**src/dsmd_pkg.sv**
```systemverilog
// Constants shared by the drive select and motor decode block.
// Assumes an 8-bit host data path and a 10-bit I/O address.
`default_nettype none

package dsmd_pkg;
   // Host address decode.
   localparam int ADDR_W = 10;
   localparam logic [9:0] STAT_B_ADDR = 10'h3F1;
   localparam logic [9:0] DOC_ADDR = 10'h3F2;
   localparam logic [9:0] TUS_ADDR = 10'h3F3;
   // Output control register fields and reset values.
   localparam logic [7:0] DOC_RESET = 8'h00;
   localparam int DOC_SEL_LSB = 0;
   localparam int DOC_SEL_MSB = 1;
   localparam int DOC_CORE_RST_BIT = 2;
   localparam int DOC_DMA_GATE_BIT = 3;
   localparam int DOC_MOT_LSB = 4;
   localparam int DOC_MOT_MSB = 7;
   // Tape unit select register.
   localparam logic [1:0] TUS_RESET = 2'h0;
   localparam logic [7:0] TUS_READ_OE = 8'h03;
   // Read bus lane enables.
   localparam logic [7:0] RD_OE_ALL = 8'hFF;
   localparam logic [7:0] RD_OE_NONE = 8'h00;
   localparam logic [7:0] RD_DATA_NONE = 8'h00;
   localparam logic [1:0] STAT_RSVD_ONES = 2'h3;
   localparam logic [2:0] STAT_UNUSED = 3'h0;
   // Drive outputs idle high.
   localparam logic [3:0] DRV_IDLE_N = 4'hF;
   // Software reset stretch: least time rounds up to whole cycles.
   localparam int CLK_PERIOD_NS = 8;
   localparam int SWRST_MIN_NS = 100;
   localparam int SWRST_CYC = (SWRST_MIN_NS + CLK_PERIOD_NS - 1) / CLK_PERIOD_NS;
   localparam int SWRST_CNT_W = 4;
   localparam logic [3:0] SWRST_LOAD = 4'(SWRST_CYC);
   localparam logic [3:0] SWRST_ZERO = 4'h0;
   localparam logic [3:0] SWRST_ONE = 4'h1;
endpackage : dsmd_pkg

`default_nettype wire

```
**src/dsmd_drv_if.sv**
```systemverilog
// Carries the register fields to the drive decoder and its outputs back.
// Assumes the decoder is purely combinational.
`default_nettype none

interface dsmd_drv_if;
   logic [1:0] code;
   logic [3:0] mot;
   logic swap;
   logic ext;
   logic [3:0] sel_n;
   logic [3:0] mtr_n;
   modport ctl (output code, output mot, output swap, output ext, input sel_n, input mtr_n);
   modport dec (input code, input mot, input swap, input ext, output sel_n, output mtr_n);
endinterface : dsmd_drv_if

`default_nettype wire

```
**src/dsmd_sync.sv**
```systemverilog
// Three-stage synchroniser for pin inputs.
// Assumes the inputs are slow levels; a change is taken once stages two and three agree.
`default_nettype none

module dsmd_sync #(
   parameter int W = 1
) (
   // Clock.
   input wire logic clk,
   // Pin side and synchronised side.
   input wire logic [W-1:0] d,
   output logic [W-1:0] q
);
   logic [W-1:0] s1_reg;
   logic [W-1:0] s2_reg;
   logic [W-1:0] s3_reg;

   // The chain is left unreset so straps are valid during a host reset.
   always_ff @(posedge clk) begin
      s1_reg <= d;
      s2_reg <= s1_reg;
      s3_reg <= s2_reg;
   end

   // Each bit updates only when the two settled stages agree.
   always_ff @(posedge clk) begin
      for (int i = 0; i < W; i++) begin
         if (s2_reg[i] == s3_reg[i]) begin
            q[i] <= s3_reg[i];
         end
      end
   end
endmodule : dsmd_sync

`default_nettype wire

```
**src/dsmd_decode.sv**
```systemverilog
// Drive select and motor decode, internal four-drive or external 2-to-4.
// Assumes the caller registers the outputs before they reach pins.
`default_nettype none

module dsmd_decode (
   // Fields in, active-low drive lines out.
   dsmd_drv_if.dec d
);
   logic [3:0] sel;
   logic [3:0] mtr;

   // Pick one drive from the code and form the active-low lines.
   always_comb begin
      sel = 4'h0;
      mtr = d.mot;
      for (int i = 0; i < 4; i++) begin
         sel[i] = (d.code == 2'(i)) && d.mot[i];
      end
      if (d.swap) begin
         sel = {sel[3:2], sel[0], sel[1]};
         mtr = {mtr[3:2], mtr[0], mtr[1]};
      end
      if (d.ext) begin
         // Only two select lines exist; the board decodes them.
         d.sel_n = {2'h3, d.code};
         if (d.swap) begin
            d.sel_n[0] = ~(d.code[0] ^ d.code[1]);
         end
         d.mtr_n = {3'h7, ~d.mot[d.code]};
      end else begin
         d.sel_n = ~sel;
         d.mtr_n = ~mtr;
      end
   end
endmodule : dsmd_decode

`default_nettype wire

```
**src/dsmd_top.sv**
```systemverilog
// Output control, tape select and drive status registers of a floppy controller.
// Assumes a single 125 MHz clock and a host port with one-cycle strobes.
//
// What this block does
// - Alternate status layout bit 6 shows drive-one select output, active low.
// - Alternate status layout bit 7 shows second-drive-present pin, active low.
// - Output control register holds select, DMA gate, reset, motors; reset clears it.
// - Output control register survives a software reset of the core.
// - Host may write the output control register at any time.
// - Bits 1 and 0 name exactly one of four drives.
// - Bit 2 zero holds the core in reset until a one is written.
// - Software reset leaves the tape register and other control bits untouched.
// - Core reset lasts at least 100 ns, even for back-to-back writes.
// - Legacy mode: bit 3 gates DMA and interrupt pins, else high impedance.
// - Alternate system mode keeps DMA and interrupt pins enabled, even in reset.
// - Bits 4 to 7 drive motor outputs 0 to 3 with internal decode and no swap, one means active.
// - Tape register reads back, has no effect, survives software reset.
// - Normal mode tape read drives bits 1 and 0, others high impedance.
// - Tape code 00 none, 01 unit 1, 10 unit 2, 11 unit 3.
// - Internal decode selects coded drive only while its motor bit is one.
// - A status bit shows drive select bit 0; cleared by hardware reset only.
//
// The plain strobed port was chosen for this implementation.
`default_nettype none

module dsmd_top
   import dsmd_pkg::*;
(
   // Clock and reset.
   input wire logic CLK,
   input wire logic RESETN,
   // Host register port.
   input wire logic [ADDR_W-1:0] ADDR,
   input wire logic [7:0] WDATA,
   input wire logic WR,
   input wire logic RD,
   output logic [7:0] RDATA,
   output logic [7:0] RDATA_OE,
   // Mode straps.
   input wire logic PS2_MODE,
   input wire logic STAT_ALT,
   input wire logic DRIVE_SWAP,
   input wire logic EXT_DECODE,
   // Drive interface.
   input wire logic SECOND_UNIT_PRESENT_N,
   output logic [3:0] UNIT_SEL_N,
   output logic [3:0] SPINDLE_ON_N,
   // DMA and interrupt pins.
   input wire logic DACK_N,
   input wire logic TC,
   output logic DRQ,
   output logic DRQ_OE,
   output logic FLOPPY_IRQ,
   output logic FLOPPY_IRQ_OE,
   // Controller core side.
   input wire logic CORE_DRQ,
   input wire logic CORE_IRQ,
   output logic CORE_DACK_N,
   output logic CORE_TC,
   output logic CORE_RESET_N
);
   logic [7:0] doc_reg;
   logic [1:0] tus_reg;
   logic [SWRST_CNT_W-1:0] swrst_cnt_reg;
   logic [SWRST_CNT_W-1:0] swrst_cnt_next;
   logic [6:0] pins_s;
   logic ps2_s;
   logic stat_alt_s;
   logic swap_s;
   logic ext_s;
   logic unit2_n_s;
   logic dack_n_s;
   logic tc_s;
   logic doc_wr;
   logic tus_wr;
   logic dma_gate;
   logic [7:0] stat_b;

   dsmd_drv_if drv ();

   // The strap, drive-present and DMA pin inputs come from outside the clock domain.
   dsmd_sync #(
      .W(7)
   ) u_sync (
      .clk(CLK),
      .d({PS2_MODE, STAT_ALT, DRIVE_SWAP, EXT_DECODE, SECOND_UNIT_PRESENT_N, DACK_N, TC}),
      .q(pins_s)
   );

   // Name the synchronised straps.
   assign {ps2_s, stat_alt_s, swap_s, ext_s, unit2_n_s, dack_n_s, tc_s} = pins_s;

   // Register write decode.
   assign doc_wr = WR && (ADDR == DOC_ADDR);
   assign tus_wr = WR && (ADDR == TUS_ADDR);

   // The output control register is written whatever the core is doing.
   // Only the hardware reset clears it; the core reset bit never feeds back here.
   always_ff @(posedge CLK) begin
      if (!RESETN) begin
         doc_reg <= DOC_RESET;
      end else if (doc_wr) begin
         doc_reg <= WDATA;
      end
   end

   // Tape unit code is stored and read back but steers nothing.
   always_ff @(posedge CLK) begin
      if (!RESETN) begin
         tus_reg <= TUS_RESET;
      end else if (tus_wr) begin
         tus_reg <= WDATA[1:0];
      end
   end

   // A write of zero to the core reset bit loads the stretch counter, so that
   // a clear followed at once by a set still gives the core a full pulse.
   always_comb begin
      swrst_cnt_next = swrst_cnt_reg;
      if (doc_wr && !WDATA[DOC_CORE_RST_BIT]) begin
         swrst_cnt_next = SWRST_LOAD;
      end else if (swrst_cnt_reg != SWRST_ZERO) begin
         swrst_cnt_next = swrst_cnt_reg - SWRST_ONE;
      end
   end

   // Stretch counter state.
   always_ff @(posedge CLK) begin
      if (!RESETN) begin
         swrst_cnt_reg <= SWRST_ZERO;
      end else begin
         swrst_cnt_reg <= swrst_cnt_next;
      end
   end

   // Core reset is held by hardware reset, the bit itself, or the stretch.
   always_ff @(posedge CLK) begin
      if (!RESETN) begin
         CORE_RESET_N <= 1'b0;
      end else begin
         CORE_RESET_N <= doc_reg[DOC_CORE_RST_BIT] && (swrst_cnt_reg == SWRST_ZERO);
      end
   end

   // Feed the decoder from the register and the straps.
   assign drv.code = doc_reg[DOC_SEL_MSB:DOC_SEL_LSB];
   assign drv.mot = doc_reg[DOC_MOT_MSB:DOC_MOT_LSB];
   assign drv.swap = swap_s;
   assign drv.ext = ext_s;

   dsmd_decode u_decode (
      .d(drv.dec)
   );

   // Drive lines are registered so the pins never glitch on a code change.
   always_ff @(posedge CLK) begin
      if (!RESETN) begin
         UNIT_SEL_N <= DRV_IDLE_N;
         SPINDLE_ON_N <= DRV_IDLE_N;
      end else begin
         UNIT_SEL_N <= drv.sel_n;
         SPINDLE_ON_N <= drv.mtr_n;
      end
   end

   // In the alternate system mode the pins stay live regardless of bit 3.
   assign dma_gate = ps2_s || doc_reg[DOC_DMA_GATE_BIT];

   // DMA and interrupt gating; the enables follow the mode even during reset,
   // which is why they take the strap rather than a constant there.
   always_ff @(posedge CLK) begin
      if (!RESETN) begin
         DRQ_OE <= ps2_s;
         FLOPPY_IRQ_OE <= ps2_s;
         DRQ <= 1'b0;
         FLOPPY_IRQ <= 1'b0;
         CORE_DACK_N <= 1'b1;
         CORE_TC <= 1'b0;
      end else begin
         DRQ_OE <= dma_gate;
         FLOPPY_IRQ_OE <= dma_gate;
         DRQ <= CORE_DRQ;
         FLOPPY_IRQ <= CORE_IRQ;
         CORE_DACK_N <= dma_gate ? dack_n_s : 1'b1;
         CORE_TC <= dma_gate && tc_s;
      end
   end

   // Status view: normal layout shows motor and select bits, the
   // alternate layout shows the select lines and the second-drive pin.
   always_comb begin
      if (stat_alt_s) begin
         stat_b = {unit2_n_s, UNIT_SEL_N[1], UNIT_SEL_N[0], STAT_UNUSED, UNIT_SEL_N[3], UNIT_SEL_N[2]};
      end else begin
         stat_b = {STAT_RSVD_ONES, doc_reg[DOC_SEL_LSB], STAT_UNUSED, doc_reg[DOC_MOT_LSB+1], doc_reg[DOC_MOT_LSB]};
      end
   end

   // Read data stand for one cycle after the strobe; unmapped reads float.
   always_ff @(posedge CLK) begin
      if (!RESETN || !RD) begin
         RDATA <= RD_DATA_NONE;
         RDATA_OE <= RD_OE_NONE;
      end else begin
         unique case (ADDR)
            STAT_B_ADDR: begin
               RDATA <= stat_b;
               RDATA_OE <= RD_OE_ALL;
            end
            DOC_ADDR: begin
               RDATA <= doc_reg;
               RDATA_OE <= RD_OE_ALL;
            end
            TUS_ADDR: begin
               RDATA <= {6'h00, tus_reg};
               RDATA_OE <= TUS_READ_OE;
            end
            default: begin
               RDATA <= RD_DATA_NONE;
               RDATA_OE <= RD_OE_NONE;
            end
         endcase
      end
   end

   // Length of the current core reset pulse, for checking only.
   logic [7:0] low_run_reg;
   always_ff @(posedge CLK) begin
      if (!RESETN || CORE_RESET_N) begin
         low_run_reg <= 8'h00;
      end else if (low_run_reg != 8'hFF) begin
         low_run_reg <= low_run_reg + 8'h01;
      end
   end
endmodule : dsmd_top

`default_nettype wire

```
**config.mk**
```make
export PLATFORM = sky130hd
export DESIGN_NAME = dsmd_top
export DESIGN_NICKNAME = d
export VERILOG_FILES = /design/src/dsmd_pkg.sv /design/src/dsmd_drv_if.sv /design/src/dsmd_sync.sv /design/src/dsmd_decode.sv /design/src/dsmd_top.sv
export SDC_FILE = /design/constraint.sdc
export NUM_CORES = 1
export LEC_CHECK = 0
export BUFFER_PORTS_ARGS = -buffer_cell sky130_fd_sc_hd__buf_4
export CORE_AREA = 2 2 79 81
export DETAILED_ROUTE_END_ITERATION = 10
export DIE_AREA = 0 0 81 83
export GPL_TIMING_DRIVEN = 0
export SYNTH_ARGS = -nofsm -noshare
export SYNTH_HDL_FRONTEND = slang
export SYNTH_SLANG_ARGS = --single-unit
```
**constraint.sdc**
```tcl
create_clock -name CLK -period 3.4 [get_ports CLK]
set_input_delay 0.68 -clock CLK [delete_from_list [all_inputs] [get_ports CLK]]
set_output_delay 0.68 -clock CLK [all_outputs]
set_load 0.02 [all_outputs]
```
==> results of run 1 <==
==> stage by stage <==
stage               total power (uW)  util, %  hold WS [ps]
floorplan                        997        -           310
global placement                1060     49.1           310
detailed placement              1060     49.1           314
CTS                             1610     51.9           325
global route                    1670     51.9           333
finish                          1580     51.9           322
==> layer usage <==
metal	track usage (%)	vias up	wire length (um)
met5	0	-	0
met4	6.01	0	30
met3	5.54	4	396
met2	19.9	61	1890
met1	17.3	726	1920
li1	-	821	-
==> logic make-up after synthesis <==
logic type | count (synthesis) | synth area share (%)
muxes | 19 | 9.07
xor gates and xnor gates | 8 | 3.04
adders and majority gates | 5 | 2.71
DFF | 66 | 60.4
and+or+nand+nor | 65 | 14.8
AOI/OAI and AO/OA | 20 | 5.54
buffers and inverters | 19 | 4.45
==> worst max-delay path by stage <==
| stage | slack (ps) | cells after the start | endpoint |
|---|---|---|---|
| 2_1_floorplan | 1910 | 3 | doc_reg[0] |
| 3_3_place_gp | 1640 | 4 | RDATA[6] |
| 3_5_place_dp | 1640 | 4 | RDATA[0] |
| 4_1_cts | 1670 | 2 | RDATA_OE[3] |
| 5_1_grt | 1630 | 2 | RDATA_OE[3] |
| 6_report | 1700 | 2 | RDATA_OE[3] |
==> Yosys cell counts (all sizes together), types with 2 or more instances <==
| library cell | count | share of area [%] |
|---|---|---|
| a21boi | 3 | 0.98 |
| edfxtp | 7 | 9.1 |
| ha | 5 | 2.7 |
| nand2 | 31 | 5.0 |
| nor2 | 6 | 0.98 |
| a21oi | 4 | 0.87 |
| inv | 7 | 1.1 |
| and2 | 2 | 0.54 |
| buf | 9 | 2.8 |
| clkbuf | 3 | 0.49 |
| and3 | 6 | 1.6 |
| o211ai | 6 | 2.0 |
| nand4 | 3 | 1.5 |
| mux2 | 5 | 2.4 |
| and4 | 2 | 0.76 |
| xnor2 | 8 | 3.0 |
| nand3 | 4 | 0.87 |
| mux2i | 13 | 5.6 |
| o21ai | 5 | 1.1 |
| dfxtp | 59 | 51 |
| or2b | 2 | 0.65 |
| nor2b | 2 | 0.54 |
==> cell type report <==
class	instances	area, um^2
Fill cell	562	2800
Sequential cell	66	1390
Multi-Input combinational cell	117	811
Timing Repair Buffer	61	458
Clock buffer	11	131
Tap cell	75	93.8
Buffer	12	76.3
Clock inverter	5	31.3
Inverter	7	26.3
==> power breakdown <==
group / switching [uW] / internal, uW
logic: 84.7 / 103
registers: 24.9 / 832
clock network: 278 / 262
total: 387 / 1200
==> summary.md, run 1 <==
| Metric | Value |
|---|---|
| Port-buffer cells | 61 |
| Post-route cell area | 3020 um^2 |
| CTS Sinks | 66 |
| Worst max-slew margin expressed relative to the limit | 65.0% |
| Total wire length | 4240 um |
| Total negative slack | 0 ps |
| CTS tree | yes |
| Largest incremental delay on the critical path | 420 ps |
| Critical Path Slowest Stage Cell | sky130_fd_sc_hd__dfxtp_1 |
| Hold Path Stages | 0 |
| Crit Path Category | reg2out |
| Post-Layout Cell Count | 354 |
| Initial antenna violation count | 0 |
| Commonest non-fill, non-tap cells in the layout | 69 x sky130_fd_sc_hd__buf_4, 59 x sky130_fd_sc_hd__dfxtp_1, 31 x sky130_fd_sc_hd__nand2_1, 13 x sky130_fd_sc_hd__mux2i_1, 9 x sky130_fd_sc_hd__clkbuf_8 |
| Number of levels the H-tree was split into | 3 |
| Count of synthesis-stage warnings from yosys | 0 |
| Number of DRC violations after detailed routing | 0 |
| Peak VDD IR | 303 uV |
| Max FO, Critical Path | 6 |
| Leading cell type in the layout, fill and taps excluded | sky130_fd_sc_hd__buf_4 |
| Arrival time at the worst endpoint | 1020 ps |
| CTS-repair resized insts | 0 |
| Number of maximum-capacitance violations | 0 |
| Final setup skew | 13.3 ps |
| Netlist area before placement | 2300 um^2 |
| Post-synth cell types | 34 |
| Maximum number of pins on one net before global-route repair | 12 |
| Predominant post-synthesis flop cell | sky130_fd_sc_hd__dfxtp_1 |
| Post-synthesis net count | 238 |
| Share of flip-flops with an asynchronous set or reset | 0% |
| Setup repair after global routing missed its margin | false |
| Worst setup path startpoint | RDATA_OE[6] |
| Worst slack, placed | 1640 ps |
| Pwr/cell area | 525 nW/um^2 |
| DP HPWL | 3070 um |
| TritonCTS buffer count | 9 |
| Routed via count | 1,612 |
| Hold-fix buffer count after cts | 0 |
| CP cell instances | buf_4 -> buf_4 |
| Avg Cell Area, Syn | 11.4 um^2 |
| End of the worst register-to-register path | swrst_cnt_reg[1] |
| Register-to-register setup slack | 1930 ps |
| Required time of the critical path | 2720 ps |
| Launching point of the worst reg2reg path | swrst_cnt_reg[0] |
| Buffer cell driving the clock tree root | sky130_fd_sc_hd__clkbuf_8 |
| Height of the die | 83 um |
| Static power due to leakage | 0.00135 uW |
| Worst-Skew Late Latency | 330 ps |
| Cell with the most instances on the worst path | sky130_fd_sc_hd__buf_4 |
| Effective utilization at floorplan | 39.6% |
| Minimum setup slack in the final design | 1700 ps |
| DRT Pass-1 Iters | 4 |
| First-pass GRT wire length | 6820 um |
| Cell count after synthesis | 202 |
| Synth-to-layout area growth | 31.0% |
| Type of the tightest min-delay check | reg2reg |
| Vias per inst | 4.55 |
| CTS Buffer Depth | 2 |
| Start point of the worst hold path | u_sync.s1_reg[5] |
| Overall die width | 81 um |
| Aggregate global-route resource usage | 13.5% |
| Buffering stage count on the worst path with inverters included | 2 |
| Number of failing setup endpoints in the final timing report | 0 |
| Period utilisation layout | 50.1% |
| Number of placed cells counting well taps | 338 |
| Worst Setup End Kind | output port |
| Number of global-route vias before repair | 1,472 |
| Achievable Freq | 0.587 GHz |
| Hold-critical path endpoint | u_sync.s2_reg[5] |
| Clk slew on worst S/H paths | 70 ps |
| Final Wtd Congestion | 0.783 |
| # nets final | 310 |
| Critical Path Source Type | flop |
| Shortest period the worst path allows | 1700 ps |
| Worst Max-Slew Pin Slew | 525 ps |
| Endpoints failing hold | 0 |
| Delay-heaviest family, CP | flip-flops |
| Area of placed instances | 2860 um^2 |
| Post-CTS Setup Bufs | 0 |
| Number of top-level pins | 62 |
| Sequential element share of the synthesized area | 60.4% |
| Floorplan die area | 6720 um^2 |
| Number of enable-type register cells in the synthesized netlist | 7 |
| DR iter-0 viols | 111 |
| Depth of the worst register-to-register path | 5 |
| Count of final max-slew check failures | 0 |
| Post-synthesis register bit count | 66 |
| Average wire per cell in the routed design | 12.0 um |
| Core outline area | 5820 um^2 |
| Final antenna-violating net count | 0 |
| Leftover overflow at the end of global routing | 0 |
| Num rows | 28 |
| Fraction of final layout cells with drive strength greater than 1 | 33.3% |
| Status | finished clean |
| Antenna Diode Count | 0 |
Note: power is estimated with default switching activity, not from simulation.
==> run 2: changes to the inputs <==
ABC_AREA = 1   (was unset)
CORE_AREA = 2 2 82 84   (was 2 2 79 81)
DIE_AREA = 0 0 84 86   (was 0 0 81 83)
clock period = 1.7 ns   (was 3.4 ns; I/O delays follow)
==> summary.md, run 2 <==
| Metric | Value |
|---|---|
| First-pass GRT wire length | 7910 um |
| Number of failing setup endpoints in the final timing report | 0 |
| CTS Sinks | 66 |
| Hold-fix buffer count after cts | 0 |
| Synth area leader | sky130_fd_sc_hd__dfxtp_1 |
| Period utilisation layout | 79.0% |
| Leading cell type in the layout, fill and taps excluded | sky130_fd_sc_hd__buf_4 |
| Core outline area | 6280 um^2 |
| Predominant post-synthesis flop cell | sky130_fd_sc_hd__dfxtp_1 |
| DRT Pass-1 Iters | 4 |
| Leftover overflow at the end of global routing | 0 |
| Synth-to-layout area growth | 32.7% |
| Ranking of synthesized cells by instance count | 59 x sky130_fd_sc_hd__dfxtp_1, 54 x sky130_fd_sc_hd__nand2_1, 41 x sky130_fd_sc_hd__inv_1, 30 x sky130_fd_sc_hd__nor2_1, 13 x sky130_fd_sc_hd__nand3_1 |
| Max FO, Critical Path | 6 |
| TritonCTS buffer count | 9 |
| Endpoints failing hold | 0 |
| Aggregate global-route resource usage | 14.1% |
| Most common cell in the synthesized netlist | sky130_fd_sc_hd__dfxtp_1 |
| Number of top-level pins | 62 |
| Worst hold slack | 93.1 ps |
| Type of the tightest min-delay check | in2reg |
| Sequential element share of the synthesized area | 57.1% |
| Share of flip-flops with an asynchronous set or reset | 0% |
| Post-synthesis net count | 310 |
| Num rows | 29 |
| Status | finished clean |
| Total negative slack | 0 ps |
| Pwr/cell area | 1160 nW/um^2 |
| CTS tree | yes |
| Avg Cell Area, Syn | 8.89 um^2 |
| Required time of the critical path | 1360 ps |
| Effective utilization at floorplan | 38.8% |
| DR iter-0 viols | 78 |
| Post-synthesis register bit count | 66 |
| Buffer cell driving the clock tree root | sky130_fd_sc_hd__clkbuf_8 |
| # nets final | 381 |
| Height of the die | 86 um |
| Fraction of final layout cells with drive strength greater than 1 | 28.0% |
| Initial antenna violation count | 0 |
| Number of enable-type register cells in the synthesized netlist | 7 |
| Fill cells | 599 |
| Setup repair after global routing missed its margin | false |
| Vias per inst | 4.42 |
| Register-to-register setup slack | 370 ps |
| Commonest non-fill, non-tap cells in the layout | 70 x sky130_fd_sc_hd__buf_4, 59 x sky130_fd_sc_hd__dfxtp_1, 54 x sky130_fd_sc_hd__nand2_1, 41 x sky130_fd_sc_hd__inv_1, 30 x sky130_fd_sc_hd__nor2_1 |
| Cell count after synthesis | 274 |
| Number of maximum-capacitance violations | 0 |
| Total wire length | 4730 um |
| Worst Max-Slew Pin Slew | 334 ps |
| Arrival time at the worst endpoint | 1000 ps |
| Worst-Skew Late Latency | 340 ps |
| Proportion of netlist area held by the largest area contributor | 48.5% |
| Number of DRC violations after detailed routing | 0 |
| Clk slew on worst S/H paths | 80 ps |
| Maximum number of pins on one net before global-route repair | 14 |
| Post-synth cell types | 27 |
| Number of levels the H-tree was split into | 3 |
| DP HPWL | 3520 um |
| Post-route cell area | 3230 um^2 |
| Worst max-slew margin expressed relative to the limit | 77.7% |
| Count of final max-slew check failures | 0 |
| Shortest period the worst path allows | 1340 ps |
| Count of synthesis-stage warnings from yosys | 0 |
| Floorplan die area | 7220 um^2 |
| Main area contributors after synthesis | sky130_fd_sc_hd__dfxtp_1 48%, sky130_fd_sc_hd__edfxtp_1 8.6%, sky130_fd_sc_hd__nand2_1 8.3%, sky130_fd_sc_hd__inv_1 6.3%, sky130_fd_sc_hd__nor2_1 4.6% |
| Post-CTS Setup Bufs | 0 |
| Final setup skew | 7.37 ps |
| Average wire per cell in the routed design | 11.1 um |
| Overall die width | 84 um |
| Netlist area before placement | 2440 um^2 |
| Number of global-route vias before repair | 1,822 |
| Worst Setup End Kind | output port |
| CTS-repair resized insts | 0 |
| Area of placed instances | 2980 um^2 |
| CTS Buffer Depth | 2 |
| Port-buffer cells | 60 |
| Achievable Freq | 0.744 GHz |
| Final Wtd Congestion | 0.801 |
| Final antenna-violating net count | 0 |
| Total chip power | 3750 uW |
| Crit Path Category | reg2out |
| Peak VDD IR | 723 uV |
| Critical Path Source Type | flop |
| Antenna Diode Count | 0 |
| Routed via count | 1,886 |
| Static power due to leakage | 0.00159 uW |
==> run 2: worst max-delay path: stages (launching register included) <==
cell                      delay [ps]
sky130_fd_sc_hd__dfxtp_1         410
sky130_fd_sc_hd__buf_4           140
sky130_fd_sc_hd__buf_4           130
==> run 2: final timing paths <==
path	startpoint	cells past startpoint	end
min	PS2_MODE	1	u_sync.s1_reg[6]
max reg2reg	doc_reg[0]	5	UNIT_SEL_N[0]
min reg2reg	u_sync.s1_reg[5]	0	u_sync.s2_reg[5]
max	RDATA_OE[6]	2	RDATA_OE[4]
==> run 2: per-layer routing <==
metal	track usage, %	part of all wire (%)
met2	22.5	47
met4	8.06	2.4
met5	0	0
met3	5.58	7.1
met1	16.2	44
==> run 2: area by class of cell <==
class | instances | area, um^2 | share of cell area [%]
Sequential cell | 66 | 1390 | 43.1
Clock buffer | 9 | 124 | 3.83
Timing Repair Buffer | 60 | 450 | 13.9
Inverter | 42 | 158 | 4.88
Tap cell | 77 | 96.3 | 2.98
Buffer | 12 | 91.3 | 2.83
Clock inverter | 7 | 125 | 3.87
Multi-Input combinational cell | 154 | 796 | 24.6
==> run 2: cells by family after synthesis <==
group | share of synthesized area [%]
AO/OA/AOI/OAI | 5.34
XOR/XNOR | 2.88
adder cells (fa/ha/maj) | 2.57
buffers and inverters | 10.2
flip-flops | 57.1
AND/OR/NAND/NOR | 21.9
==> run 2: power by group <==
group	internal, uW	switching, uW	leakage, uW
sequential	1670	40.6	0.000555
combinational	183	233	0.000909
clock	989	632	0.000124
==> run 2: metrics by stage <==
step	utilization (%)	instances	setup WS [ps]
2_1_floorplan	-	274	558
3_3_place_gp	47.5	411	237
3_5_place_dp	47.5	411	248
4_1_cts	51.5	427	327
5_1_grt	51.5	427	270
6_report	51.5	427	356
==> run 3: changes to the inputs <==
ABC_AREA = 0   (was 1)
CORE_AREA = 2 2 79 81   (was 2 2 82 84)
DIE_AREA = 0 0 81 83   (was 0 0 84 86)
clock period = 1.4 ns   (was 1.7 ns; I/O delays follow)
==> summary.md, run 3 (synthesis results as in run 1) <==
| Metric | Value |
|---|---|
| Worst hold slack | 50.4 ps |
| Highest signal layer in the routed design | met4 |
| Number of levels the H-tree was split into | 3 |
| CTS Sinks | 66 |
| Core outline area | 5820 um^2 |
| Pwr/cell area | 1300 nW/um^2 |
| Shortest period the worst path allows | 1360 ps |
| Aggregate global-route resource usage | 13.6% |
| Endpoints failing hold | 0 |
| Area taken by multi-input logic gates | 826 um^2 |
| Worst setup path startpoint | swrst_cnt_reg[0] |
| Port-buffer cells | 61 |
| Leading cell type in the layout, fill and taps excluded | sky130_fd_sc_hd__buf_4 |
| Status | finished clean |
| Post-Layout Cell Count | 355 |
| Arrival time at the worst endpoint | 1590 ps |
| Fraction of final layout cells with drive strength greater than 1 | 35.7% |
| Number of global-route vias before repair | 1,487 |
| # nets final | 311 |
| Average wire per cell in the routed design | 12.2 um |
| DP HPWL | 3070 um |
| Worst Setup End Kind | flop |
| Total chip power | 3950 uW |
| Switching power share of the total | 24.5% |
| Effective utilization at floorplan | 39.6% |
| Count of final max-slew check failures | 0 |
| Sequential cell fraction of total power | 52.9% |
| Worst slack, placed | -54.7 ps |
| Vias per inst | 4.59 |
| Hold-fix buffer count after cts | 0 |
| Number of top-level pins | 62 |
| Clk slew on worst S/H paths | 70 ps |
| CTS Buffer Depth | 2 |
| Routed via count | 1,629 |
| Period utilisation layout | 97.0% |
| Fill cells | 566 |
| Combinational power share | 14.0% |
| Worst Max-Slew Pin Slew | 514 ps |
| Post-route cell area | 3040 um^2 |
| Crit Path Category | reg2reg |
| Buffer cell driving the clock tree root | sky130_fd_sc_hd__clkbuf_8 |
| Met1 wire length | 1970 um |
| Switch Pwr | 969 uW |
| Type of the tightest min-delay check | in2reg |
| Static power due to leakage | 0.00135 uW |
| TritonCTS buffer count | 9 |
| Number of maximum-capacitance violations | 0 |
| Height of the die | 83 um |
| Start point of the worst hold path | SECOND_UNIT_PRESENT_N |
| Achievable Freq | 0.736 GHz |
| Number of failing setup endpoints in the final timing report | 0 |
| Number of DRC violations after detailed routing | 0 |
| DRT Pass-1 Iters | 4 |
| CTS tree | yes |
| Worst-Skew Late Latency | 330 ps |
| Final Wtd Congestion | 0.783 |
| Cell Int Power | 2990 uW |
| Antenna Diode Count | 0 |
| Fraction of power consumed by the clock network | 33.1% |
| Final setup skew | 13.3 ps |
| Area of placed instances | 2860 um^2 |
| DR iter-0 viols | 101 |
| Required time of the critical path | 1630 ps |
| Overall die width | 81 um |
| Met3 layer wire length in the routed design | 351 um |
| Max FO, Critical Path | 4 |
| Commonest non-fill, non-tap cells in the layout | 70 x sky130_fd_sc_hd__buf_4, 57 x sky130_fd_sc_hd__dfxtp_1, 31 x sky130_fd_sc_hd__nand2_1, 13 x sky130_fd_sc_hd__mux2i_1, 9 x sky130_fd_sc_hd__clkbuf_8 |
| Worst max-slew margin expressed relative to the limit | 65.7% |
| Number of placed cells counting well taps | 338 |
| Sequential Area | 1390 um^2 |
| Critical Path Source Type | flop |
| Floorplan die area | 6720 um^2 |
| Met2 wire length | 1990 um |
| Peak VDD IR | 778 uV |
| Minimum setup slack in the final design | 42.2 ps |
| Num rows | 28 |
| Final antenna-violating net count | 0 |
| First-pass GRT wire length | 6860 um |
| Leftover overflow at the end of global routing | 0 |
| Total wire length | 4340 um |
| Maximum number of pins on one net before global-route repair | 12 |
| Synth-to-layout area growth | 32.1% |
| Launching point of the worst reg2reg path | swrst_cnt_reg[0] |
| Initial antenna violation count | 0 |
run 3: cell count changes in the layout (fill, tap and decap cells not counted), moves of 4 or more:
cell / change
sky130_fd_sc_hd__and3_1: +6
sky130_fd_sc_hd__o211ai_1: +4
sky130_fd_sc_hd__a21oi_1: -6
sky130_fd_sc_hd__nand4_1: -6
sky130_fd_sc_hd__inv_1: -36
sky130_fd_sc_hd__nor2_1: -24
sky130_fd_sc_hd__mux2_2: +5
sky130_fd_sc_hd__nand2_1: -23
sky130_fd_sc_hd__clkbuf_1: +5
sky130_fd_sc_hd__nor2_2: -4
sky130_fd_sc_hd__nand3_1: -9
sky130_fd_sc_hd__mux2i_1: +13
run 3: layer usage:
| metal | GRT usage (%) | vias to the layer above |
|---|---|---|
| met5 | 0 | - |
| met4 | 6.01 | 0 |
| met3 | 5.54 | 4 |
| met2 | 20.4 | 55 |
| met1 | 17.0 | 744 |
| li1 | - | 826 |
run 3: path summary, 6_finish.rpt:
path              cells after the start                to  slack (ps)
setup / recovery                      5  swrst_cnt_reg[1]          40
hold / removal                        1  u_sync.s1_reg[2]          50
setup reg to reg                      5  swrst_cnt_reg[1]          40
hold reg to reg                       0  u_sync.s2_reg[5]         320
run 3: power by group through the flow:
stage               logic, uW  clock network (uW)  registers, uW
finish                    555                1310           2090
global route              608                1450           2100
CTS                       517                1370           2080
detailed placement        457                   0           2120
global placement          444                   0           2120
floorplan                 294                   0           2130
run 3: cell type report:
| cell class | count | share of cell area, % |
|---|---|---|
| repair buffers | 62 | 15.3 |
| plain buffers | 12 | 2.51 |
| multi-input cells | 117 | 27.1 |
| inverters | 7 | 0.863 |
| clock buffers | 11 | 4.32 |
| clock inverters | 5 | 1.03 |
| flip-flops and latches | 66 | 45.8 |
| well taps | 75 | 3.08 |
run 3: worst max-delay path, cell delays in order, from the launching register on:
cell                      delay, ps
sky130_fd_sc_hd__dfxtp_2        340
sky130_fd_sc_hd__inv_2           70
sky130_fd_sc_hd__ha_4           150
sky130_fd_sc_hd__or3b_4         410
sky130_fd_sc_hd__mux2i_1        130
sky130_fd_sc_hd__and3_1         170
run 3: timing repair:
item | in CTS | in global routing
hold endpoints to repair | 0 | 0
gates resized for setup | 3 | 4
setup buffers | 1 | 0
gates cloned | 0 | 0
setup endpoints to repair | 2 | 4
run 3: stage by stage:
step	TNS, ps	utilization, %
floorplan	0	-
global placement	-29.4	49.1
detailed placement	-54.7	49.1
CTS	0	52.2
global route	-7.96	52.3
finish	0	52.3
